File: src/rtl/sla_pkg.sv
// Purpose: Shared constants for the lane alignment device and host ends
// Assumes: One sample clock domain; rates held in kHz and kbps
// Notes:   Register offsets are the device map seen by the host
package sla_pkg;
  // ****************************************
  // Device register map
  // ****************************************
  localparam logic [15:0] SLA_A_SR_CTL = 16'h0120;
  localparam logic [15:0] SLA_A_SR_MON = 16'h0128;
  localparam logic [15:0] SLA_A_PLL    = 16'h056e;
  localparam logic [15:0] SLA_A_OFF    = 16'h0578;
  localparam logic [15:0] SLA_A_SUB    = 16'h0590;
  localparam logic [7:0]  SLA_RST_SR_CTL = 8'h00;
  localparam logic [7:0]  SLA_RST_PLL    = 8'h00;
  localparam logic [7:0]  SLA_RST_OFF    = 8'h00;
  localparam logic [7:0]  SLA_RST_SUB    = 8'h20;
  localparam int          SLA_B_EDGE  = 3;
  localparam int          SLA_B_TRANS = 4;
  localparam int          SLA_B_SUB1  = 5;
  // ****************************************
  // Lane rate limits and PLL settings
  // ****************************************
  localparam logic [7:0]  SLA_PLL_HI  = 8'h30;
  localparam logic [7:0]  SLA_PLL_MID = 8'h10;
  localparam logic [7:0]  SLA_PLL_LOW = 8'h00;
  localparam logic [7:0]  SLA_PLL_MIN = 8'h50;
  localparam longint      SLA_SLR_MAX = 15500000;
  localparam longint      SLA_SLR_HI  = 13500000;
  localparam longint      SLA_SLR_MID = 6750000;
  localparam longint      SLA_SLR_LOW = 3375000;
  localparam longint      SLA_SLR_MIN = 1687500;
  localparam int          SLA_SLR_DIV = 40;
  localparam int          SLA_LCM_FAC = 20;
  localparam int          SLA_LCM_MAX = 64;
  localparam int          SLA_KF_MULT = 4;
  localparam int          SLA_K_MAX   = 32;
  localparam int          SLA_SR_CYC  = 2;
  // ****************************************
  // Host register map
  // ****************************************
  localparam logic [3:0]  SLA_H_CTL  = 4'h0;
  localparam logic [3:0]  SLA_H_STAT = 4'h1;
  localparam logic [3:0]  SLA_H_ADL  = 4'h2;
  localparam logic [3:0]  SLA_H_ADH  = 4'h3;
  localparam logic [3:0]  SLA_H_WD   = 4'h4;
  localparam logic [3:0]  SLA_H_CMD  = 4'h5;
  localparam logic [3:0]  SLA_H_RD   = 4'h6;
  localparam logic [3:0]  SLA_H_PH   = 4'h7;
  localparam logic [3:0]  SLA_H_OFF  = 4'h8;
  localparam logic [7:0]  SLA_RST_CTL = 8'h02;

  typedef enum logic [5:0] {
    SLA_IDLE = 6'h01, SLA_PLL = 6'h02, SLA_SUB = 6'h04,
    SLA_OFFW = 6'h08, SLA_SYNC = 6'h10, SLA_RUN = 6'h20
  } sla_state_e;

  function automatic longint sla_lane_rate(int m, int np, int l, longint fclk, int chip_decimation_ratio);
    longint output_sample_rate;
    output_sample_rate = fclk / chip_decimation_ratio;
    return (m * np * 10 * output_sample_rate) / (8 * l);
  endfunction

  function automatic logic [7:0] sla_pll_value(longint serial_lane_rate);
    if (serial_lane_rate > SLA_SLR_HI) return SLA_PLL_HI;
    else if (serial_lane_rate >= SLA_SLR_MID) return SLA_PLL_MID;
    else if (serial_lane_rate >= SLA_SLR_LOW) return SLA_PLL_LOW;
    else return SLA_PLL_MIN;
  endfunction

  function automatic int sla_gcd(int a, int b);
    int t;
    while (b != 0) begin
      t = a % b;
      a = b;
      b = t;
    end
    return a;
  endfunction

  function automatic bit sla_cfg_ok(longint serial_lane_rate, longint fclk, int chip_decimation_ratio, int f, int k);
    int r;
    int lcm;
    int kmin;
    r    = int'((SLA_LCM_FAC * chip_decimation_ratio * (fclk / chip_decimation_ratio)) / serial_lane_rate);
    lcm  = (r == 0) ? chip_decimation_ratio : (r * chip_decimation_ratio) / sla_gcd(r, chip_decimation_ratio);
    kmin = (f == 1) ? 20 : (f == 2) ? 12 : (f == 4) ? 8 : 4;
    return serial_lane_rate >= SLA_SLR_MIN && serial_lane_rate <= SLA_SLR_MAX && serial_lane_rate / SLA_SLR_DIV <= fclk
        && lcm <= SLA_LCM_MAX && (f * k) % SLA_KF_MULT == 0 && k <= SLA_K_MAX
        && k >= kmin;
  endfunction
endpackage

File: src/rtl/sla_link_if.sv
// Purpose: Carrier between the device end and the host end
// Assumes: Both ends on the same sample clock
// Notes:   Register port plus SYSREF and multiframe markers
`timescale 1ns/10ps
`default_nettype none
interface sla_link_if #(parameter int SW = 16);
  logic [15:0]   addr;
  logic [7:0]    wdata;
  logic [7:0]    rdata;
  logic          wr;
  logic          rd;
  logic          sysref;
  logic          frame;
  logic          lmfc;
  logic          valid;
  logic [SW-1:0] data;
  modport dev (input addr, wdata, wr, rd, sysref, output rdata, frame, lmfc, valid, data);
  modport rcv (output addr, wdata, wr, rd, sysref, input rdata, frame, lmfc, valid, data);
endinterface
`default_nettype wire

File: src/rtl/sla_host_end.sv
// Purpose: Receiver-side controller: configures the device, issues
//          SYSREF, keeps its own multiframe clock and releases buffering
// Assumes: Same sample clock as the device end
// Notes:   Configuration checks are elaboration-time constants
`timescale 1ns/10ps
`default_nettype none
module sla_host_end import sla_pkg::*; #(
  parameter int     CHIP_DECIMATION_RATIO      = 8,
  parameter int     S        = 1,
  parameter int     K        = 32,
  parameter int     F        = 2,
  parameter int     M        = 4,
  parameter int     NP       = 16,
  parameter int     L        = 4,
  parameter longint FCLK_KHZ = 2949120,
  parameter int     SW       = 16
) (
  input  wire logic          clock_i,
  input  wire logic          rst_n_i,
  sla_link_if.rcv            link,
  input  wire logic [3:0]    addr_i,
  input  wire logic [7:0]    wdata_i,
  input  wire logic          wr_i,
  input  wire logic          rd_i,
  output logic [7:0]         rdata_o,
  output logic               buf_start_o,
  output logic               rx_valid_o,
  output logic [SW-1:0]      rx_data_o
);
  localparam longint     SERIAL_LANE_RATE    = sla_lane_rate(M, NP, L, FCLK_KHZ, CHIP_DECIMATION_RATIO);
  localparam logic [7:0] PLLV   = sla_pll_value(SERIAL_LANE_RATE);
  localparam bit         CFG_OK = sla_cfg_ok(SERIAL_LANE_RATE, FCLK_KHZ, CHIP_DECIMATION_RATIO, F, K);

  // ****************************************
  // State
  // ****************************************
  typedef struct packed {
    sla_state_e    st;
    logic [7:0]    ctl;
    logic [7:0]    off;
    logic [15:0]   adr;
    logic [7:0]    wd;
    logic [7:0]    drd;
    logic [7:0]    rdata;
    logic [15:0]   ba;
    logic [7:0]    bwd;
    logic          bwr;
    logic          brd;
    logic          rdp;
    logic          sr;
    logic [1:0]    srn;
    logic [6:0]    div;
    logic [4:0]    smp;
    logic [5:0]    frm;
    logic [5:0]    ph;
    logic          phv;
    logic          lat_err;
    logic          started;
    logic          bstart;
    logic          rxv;
    logic [SW-1:0] rxd;
  } sla_host_s;

  localparam sla_host_s SLA_HOST_RST = '{st: SLA_IDLE, ctl: SLA_RST_CTL, default: '0};

  sla_host_s q;
  sla_host_s n;
  logic      hl;
  logic      busy;

  always_comb begin
    n        = q;
    n.bwr    = 1'b0;
    n.brd    = 1'b0;
    n.bstart = 1'b0;
    n.rdata  = 8'h00;
    n.rdp    = q.brd;
    busy     = (q.st != SLA_IDLE) && (q.st != SLA_RUN);
    if (q.rdp) begin
      n.drd = link.rdata;
    end

    // Own multiframe clock, restarted when SYSREF is issued
    hl    = (q.div == 7'(CHIP_DECIMATION_RATIO - 1)) && (q.smp == 5'(S - 1)) && (q.frm == 6'(K - 1));
    n.div = (q.div == 7'(CHIP_DECIMATION_RATIO - 1)) ? 7'h00 : q.div + 7'h01;
    if (q.div == 7'(CHIP_DECIMATION_RATIO - 1)) begin
      n.smp = (q.smp == 5'(S - 1)) ? 5'h00 : q.smp + 5'h01;
      if (q.smp == 5'(S - 1)) begin
        n.frm = (q.frm == 6'(K - 1)) ? 6'h00 : q.frm + 6'h01;
      end
    end

    // Software port
    if (rd_i) begin
      if (addr_i == SLA_H_CTL) begin
        n.rdata = q.ctl;
      end else if (addr_i == SLA_H_STAT) begin
        n.rdata = {3'h0, busy, q.lat_err, q.started, q.phv, CFG_OK};
      end else if (addr_i == SLA_H_ADL) begin
        n.rdata = q.adr[7:0];
      end else if (addr_i == SLA_H_ADH) begin
        n.rdata = q.adr[15:8];
      end else if (addr_i == SLA_H_WD) begin
        n.rdata = q.wd;
      end else if (addr_i == SLA_H_RD) begin
        n.rdata = q.drd;
      end else if (addr_i == SLA_H_PH) begin
        n.rdata = {2'h0, q.ph};
      end else if (addr_i == SLA_H_OFF) begin
        n.rdata = q.off;
      end
    end
    if (wr_i) begin
      if (addr_i == SLA_H_CTL) begin
        n.ctl = {6'h00, wdata_i[1], 1'b0};
      end else if (addr_i == SLA_H_STAT && wdata_i[3]) begin
        n.lat_err = 1'b0;
      end else if (addr_i == SLA_H_ADL) begin
        n.adr[7:0] = wdata_i;
      end else if (addr_i == SLA_H_ADH) begin
        n.adr[15:8] = wdata_i;
      end else if (addr_i == SLA_H_WD) begin
        n.wd = wdata_i;
      end else if (addr_i == SLA_H_CMD && !busy) begin
        n.ba  = q.adr;
        n.bwd = q.wd;
        n.bwr = wdata_i[0];
        n.brd = wdata_i[1] & ~wdata_i[0];
      end else if (addr_i == SLA_H_OFF) begin
        n.off = {3'h0, wdata_i[4:0]};
      end
    end

    // Arrival phase of the device multiframe marker; a set beats a clear
    if (link.lmfc && q.st == SLA_RUN) begin
      n.ph  = q.frm;
      n.phv = 1'b1;
      if (q.phv && q.ph != q.frm) begin
        n.lat_err = 1'b1;
      end
    end
    if (q.phv && !q.started && hl) begin
      n.bstart  = 1'b1;
      n.started = 1'b1;
    end
    n.rxv = link.valid & q.started;
    n.rxd = link.data;

    // Configuration sequence
    case (q.st)
      SLA_IDLE: begin
        if (wr_i && addr_i == SLA_H_CTL && wdata_i[0] && CFG_OK) begin
          n.bwr     = 1'b1;
          n.ba      = SLA_A_PLL;
          n.bwd     = PLLV;
          n.started = 1'b0;
          n.phv     = 1'b0;
          n.st      = SLA_PLL;
        end
      end
      SLA_PLL: begin
        n.bwr = 1'b1;
        n.ba  = SLA_A_SUB;
        n.bwd = 8'(q.ctl[1]) << SLA_B_SUB1;
        n.st  = SLA_SUB;
      end
      SLA_SUB: begin
        n.bwr = 1'b1;
        n.ba  = SLA_A_OFF;
        n.bwd = q.off;
        n.st  = SLA_OFFW;
      end
      SLA_OFFW: begin
        if (q.ctl[1]) begin
          n.sr  = 1'b1;
          n.srn = 2'(SLA_SR_CYC - 1);
          n.div = 7'h00;
          n.smp = 5'h00;
          n.frm = 6'h00;
          n.st  = SLA_SYNC;
        end else begin
          n.phv = 1'b1;
          n.st  = SLA_RUN;
        end
      end
      SLA_SYNC: begin
        if (q.srn == 2'h0) begin
          n.sr = 1'b0;
          n.st = SLA_RUN;
        end else begin
          n.srn = q.srn - 2'h1;
        end
      end
      SLA_RUN: begin
        if (wr_i && addr_i == SLA_H_CTL && wdata_i[0]) begin
          n.st = SLA_IDLE;
        end
      end
      default: n.st = SLA_IDLE;
    endcase
  end

  always_ff @(posedge clock_i) begin
    if (!rst_n_i) begin
      q <= SLA_HOST_RST;
    end else begin
      q <= n;
    end
  end

  assign link.addr   = q.ba;
  assign link.wdata  = q.bwd;
  assign link.wr     = q.bwr;
  assign link.rd     = q.brd;
  assign link.sysref = q.sr;
  assign rdata_o     = q.rdata;
  assign buf_start_o = q.bstart;
  assign rx_valid_o  = q.rxv;
  assign rx_data_o   = q.rxd;
endmodule // sla_host_end
`default_nettype wire

File: src/flat_wrapper.sv
// flat-port wrapper written by rule: the top's interface ports become plain ports
module sla_host_end_flat import sla_pkg::*;
#(
  parameter int     CHIP_DECIMATION_RATIO      = 8,
  parameter int     S        = 1,
  parameter int     K        = 32,
  parameter int     F        = 2,
  parameter int     M        = 4,
  parameter int     NP       = 16,
  parameter int     L        = 4,
  parameter longint FCLK_KHZ = 2949120,
  parameter int     SW       = 16
)
  (clock_i, rst_n_i, addr_i, wdata_i, wr_i, rd_i, rdata_o, buf_start_o, rx_valid_o, rx_data_o, link_addr, link_wdata, link_wr, link_rd, link_sysref, link_rdata, link_frame, link_lmfc, link_valid, link_data);
  sla_link_if #(.SW(SW)) link_i ();
  input  wire logic clock_i;
  input  wire logic rst_n_i;
  input  wire logic [3:0] addr_i;
  input  wire logic [7:0] wdata_i;
  input  wire logic wr_i;
  input  wire logic rd_i;
  output logic [7:0] rdata_o;
  output logic buf_start_o;
  output logic rx_valid_o;
  output logic [SW-1:0] rx_data_o;
  output wire logic [$bits(link_i.addr)-1:0] link_addr;
  output wire logic [$bits(link_i.wdata)-1:0] link_wdata;
  output wire logic [$bits(link_i.wr)-1:0] link_wr;
  output wire logic [$bits(link_i.rd)-1:0] link_rd;
  output wire logic [$bits(link_i.sysref)-1:0] link_sysref;
  input wire logic [$bits(link_i.rdata)-1:0] link_rdata;
  input wire logic [$bits(link_i.frame)-1:0] link_frame;
  input wire logic [$bits(link_i.lmfc)-1:0] link_lmfc;
  input wire logic [$bits(link_i.valid)-1:0] link_valid;
  input wire logic [$bits(link_i.data)-1:0] link_data;
  assign link_addr = link_i.addr;
  assign link_wdata = link_i.wdata;
  assign link_wr = link_i.wr;
  assign link_rd = link_i.rd;
  assign link_sysref = link_i.sysref;
  assign link_i.rdata = link_rdata;
  assign link_i.frame = link_frame;
  assign link_i.lmfc = link_lmfc;
  assign link_i.valid = link_valid;
  assign link_i.data = link_data;
  sla_host_end #(.CHIP_DECIMATION_RATIO(CHIP_DECIMATION_RATIO), .S(S), .K(K), .F(F), .M(M), .NP(NP), .L(L), .FCLK_KHZ(FCLK_KHZ), .SW(SW)) u_core (.clock_i(clock_i), .rst_n_i(rst_n_i), .link(link_i), .addr_i(addr_i), .wdata_i(wdata_i), .wr_i(wr_i), .rd_i(rd_i), .rdata_o(rdata_o), .buf_start_o(buf_start_o), .rx_valid_o(rx_valid_o), .rx_data_o(rx_data_o));
endmodule
File: config.mk
export PLATFORM = sky130hd
export DESIGN_NAME = sla_host_end_flat
export DESIGN_NICKNAME = d
export VERILOG_FILES = /design/src/rtl/sla_pkg.sv /design/src/rtl/sla_link_if.sv /design/src/rtl/sla_host_end.sv /design/src/flat_wrapper.sv
export SDC_FILE = /design/constraint.sdc
export NUM_CORES = 1
export LEC_CHECK = 0
export ABC_AREA = 0
export BUFFER_PORTS_ARGS = -buffer_cell sky130_fd_sc_hd__buf_2
export CORE_ASPECT_RATIO = 0.6
export CORE_MARGIN = 5
export CORE_UTILIZATION = 51
export DETAILED_ROUTE_END_ITERATION = 10
export PLACE_DENSITY = 0.85
export SETUP_SLACK_MARGIN = 0.1
export SLEW_MARGIN = 5
export SYNTH_ARGS = -nofsm -noshare
export SYNTH_HDL_FRONTEND = slang
export SYNTH_SLANG_ARGS = --single-unit
File: constraint.sdc
create_clock -name clock_i -period 1.77 [get_ports clock_i]
set_input_delay 0.0885 -clock clock_i [delete_from_list [all_inputs] [get_ports clock_i]]
set_output_delay 0.0885 -clock clock_i [all_outputs]
set_load 0.005 [all_outputs]
==> out/results.ini <==
[final_layout]
area_growth_pct=29.2
final_common_cell=dfxtp_1
layout-drive-gt1-share_pct=30.1
mostFrequentLayoutCells=dfxtp_1 (119), buf_2 (94), nor2_1 (55)
fillers=847
nets=807
final_cell_area_mm2=0.00744

[clock_tree]
cts-root-buf=clkbuf_16
cts_tree=yes
cts_htree_levels=4
numClockSinks=127
clk_pin_slew_ps=60
clk_latency_ps=420
clockBufferDepth=2
cts_buffers=17

[global_route]
grt_first_pass_wirelength_um=26400
grt_max_degree=53
grt_pass1_vias=5057
grt_use_total_pct=24.6
gr-total-overflow=0
antenna_found_initial=2

[synth]
netlist.area_leader.share_pct=44.1
synthMuxAreaShare_pct=9.64
synth-adder-area-share_pct=1.09
syn_area_per_cell_um2=9.00
synth_compound_area_share_pct=10.7
yosysUniqueCellTypes=68
yosys-top-cells-area=dfxtp_1 (44%), mux2i_1 (8.9%), buf_4 (6.3%), nor2_1 (3.8%), nand2_1 (3.5%)
synth_edf_count=0
syn_area_mm2=0.00576
synth_ff_type=dfxtp_1
synth_top_family_by_area=simple AND/OR/NAND/NOR gates
yosysWarnings=0
synth-seq-cells=127
synth_top_cell_by_area=dfxtp_1
synth-simple-area-share_pct=21.8
syn_inst=640
ys_seq_area_share_pct=44.1
async_flop_share_pct=0
synth_xor_xnor_area_share_pct=2.58
synth_nets=688

[worst_setup_path]
r2r-end=u_core.link.addr[7]
slowest_delay_ps=590
startpoint=u_core.q[134]
cp-start-kind=flop
worstPathRequired_ps=2070
path_class=flop to flop
crit_arrival_ps=2130
worstRegToRegCells=4
crit_top_cell=or4_4
r2r_setup_slack_ps=-70
crit_chain=or4_4, or4_4, nand3_4, o21bai_1
r2r_start=u_core.q[134]
crit_fanout=8
cpMaxStageDelayCell=or4_4
end_kind=flop
crit_path_end=u_core.link.addr[7]

[timing]
rsz0062_at_grt=true
fin_crit_sh_pct=104
setup_ws_ps=-65.5
setup_tns_ps=-820
finalHoldViolCount=0
max_freq_ghz=0.545
finalSetupViolations=25
fin_crit_ps=1840
tightestPinTransition_ps=588
finClkSkew_ps=12.1
slew_headroom_pct=59.8
slew_violations=0

[floorplanning]
die_area_mm2=0.0136
io_pins=96
initial_core_util_pct=51.5
placementRows=30
chipWidth_um=147
core_mm2=0.0112
fp.dieH_um=92.3

[drt]
drc=0
first_iter_violations=562
via_per_inst=5.66
vias=5193
wl_per_cell_um=18.5
drtAntennaViolNets=0
drtPass1Iterations=8
drt_wl_total_um=17000

[placed_design]
pre_cts_slack_ps=-50.6
dp_hpwl_um=11600
dpl_cell_area_mm2=0.00625
place.gp.congestion=0.940
io_buffers=94

[run_status]
outcome=finished with violations
violations=negative setup slack

[power]
power_density_mw_per_mm2=956
power_leakage_nw=3.23
vdd_drop_max_uv=629

[worst_hold_path]
hold_path.class=input pin to flop

[job]
drv_cap=0

## flip-flops by register name (all words and copies together) (netlist names)
name                flops
u_core.rx_valid_o       1
u_core.link.rd          1
u_core.rdata_o          8
u_core.link.wdata       8
u_core.q               74
u_core.link.wr          1
u_core.rx_data_o       16
u_core.link.sysref      1
u_core.buf_start_o      1
u_core.link.addr       16
## routing by layer
layer	routed length, um	track usage, %
met3	1760	7.14
met4	337	8.45
met2	7340	36.8
met5	13	0
met1	7550	34.2
## worst max-delay path, delay by kind of cell (launching register included)
family           cells  cell delay (ps)
AO/OA/AOI/OAI        1               90
AND/OR/NAND/NOR      3             1300
flip-flops           1              330
## worst min-delay path by stage
stage                             start              endpoint  slack, ps  cells after the start
after floorplan              wdata_i[0]        u_core.link.rd        170                      1
after global placement    link_data[14]  u_core.rx_data_o[14]        290                      2
after detailed placement  link_data[13]  u_core.rx_data_o[13]        300                      2
after CTS                    wdata_i[0]        u_core.link.rd          4                      2
after global routing         wdata_i[0]        u_core.link.rd          8                      2
final                        wdata_i[0]        u_core.link.rd         10                      2
## repair_timing
action	in CTS	in global routing
endpoints found under the hold margin	45	0
pin swaps	7	12
setup buffers	7	6
endpoints found under the setup margin	50	57
cloned	0	1
gates resized for setup	21	25
hold buffers	34	0
## through the flow
stage / util (%) / hold slack [ps] / std cells / power [W]
after floorplan: - / 165 / 640 / 0.00337
after global placement: 55.9 / 294 / 836 / 0.00355
after detailed placement: 55.9 / 297 / 836 / 0.00357
after CTS: 65.3 / 4.45 / 909 / 0.00711
after global routing: 66.6 / 8.21 / 917 / 0.00738
final: 66.6 / 9.65 / 917 / 0.00712
## cells by family (layout without fill, tap and decap cells)
family / count (synthesis) / count (layout)
adders and majority gates: 5 / 5
buffers and inverters: 101 / 232
DFF: 127 / 127
xor gates and xnor gates: 17 / 17
AOI/OAI and AO/OA: 94 / 94
other: 0 / 1
and+or+nand+nor: 241 / 242
muxes: 55 / 55
## cell usage after synthesis (2+ instances only)
library cell,n
a31oi_1,4
clkbuf_1,31
a31o_2,2
buf_4,48
nand2_1,53
nor4_1,4
and3_1,7
ha_1,5
o21ai_0,11
inv_1,15
nor3_1,13
and2_1,20
o211ai_1,3
nand3b_1,3
nand4_1,8
o2bb2ai_1,3
or3_1,2
a21oi_1,39
a2111oi_0,2
buf_2,3
xor2_1,10
nor2b_1,10
mux2_2,4
and3b_1,3
nor4b_1,2
nand3_1,32
or4_4,3
a211oi_1,2
nor2_1,59
dfxtp_1,127
a2bb2oi_1,2
xnor2_1,7
or4_1,2
o22ai_1,4
o21a_1,2
o2111ai_1,2
mux2i_1,51
nor3b_1,6
and4b_1,3
nand2b_1,5
## where the power goes
group / switching (W) / internal, W / total, W
clock network: 0.00146 / 0.00200 / 0.00347
registers: 0.0000624 / 0.00292 / 0.00298
logic: 0.000357 / 0.000310 / 0.000668
## final cells by class
cell class	instances	area [um^2]	share of cell area, %
inverter	16	60.1	0.807
antenna	1	2.50	0.0336
clock buffer	17	425	5.71
tap	144	180	2.42
multi-input combinational	413	2800	37.7
sequential	127	2550	34.3
timing repair buffer	184	1260	16.9
clock inverter	15	161	2.17
No activity file was read; power rests on OpenSTA's default activity.
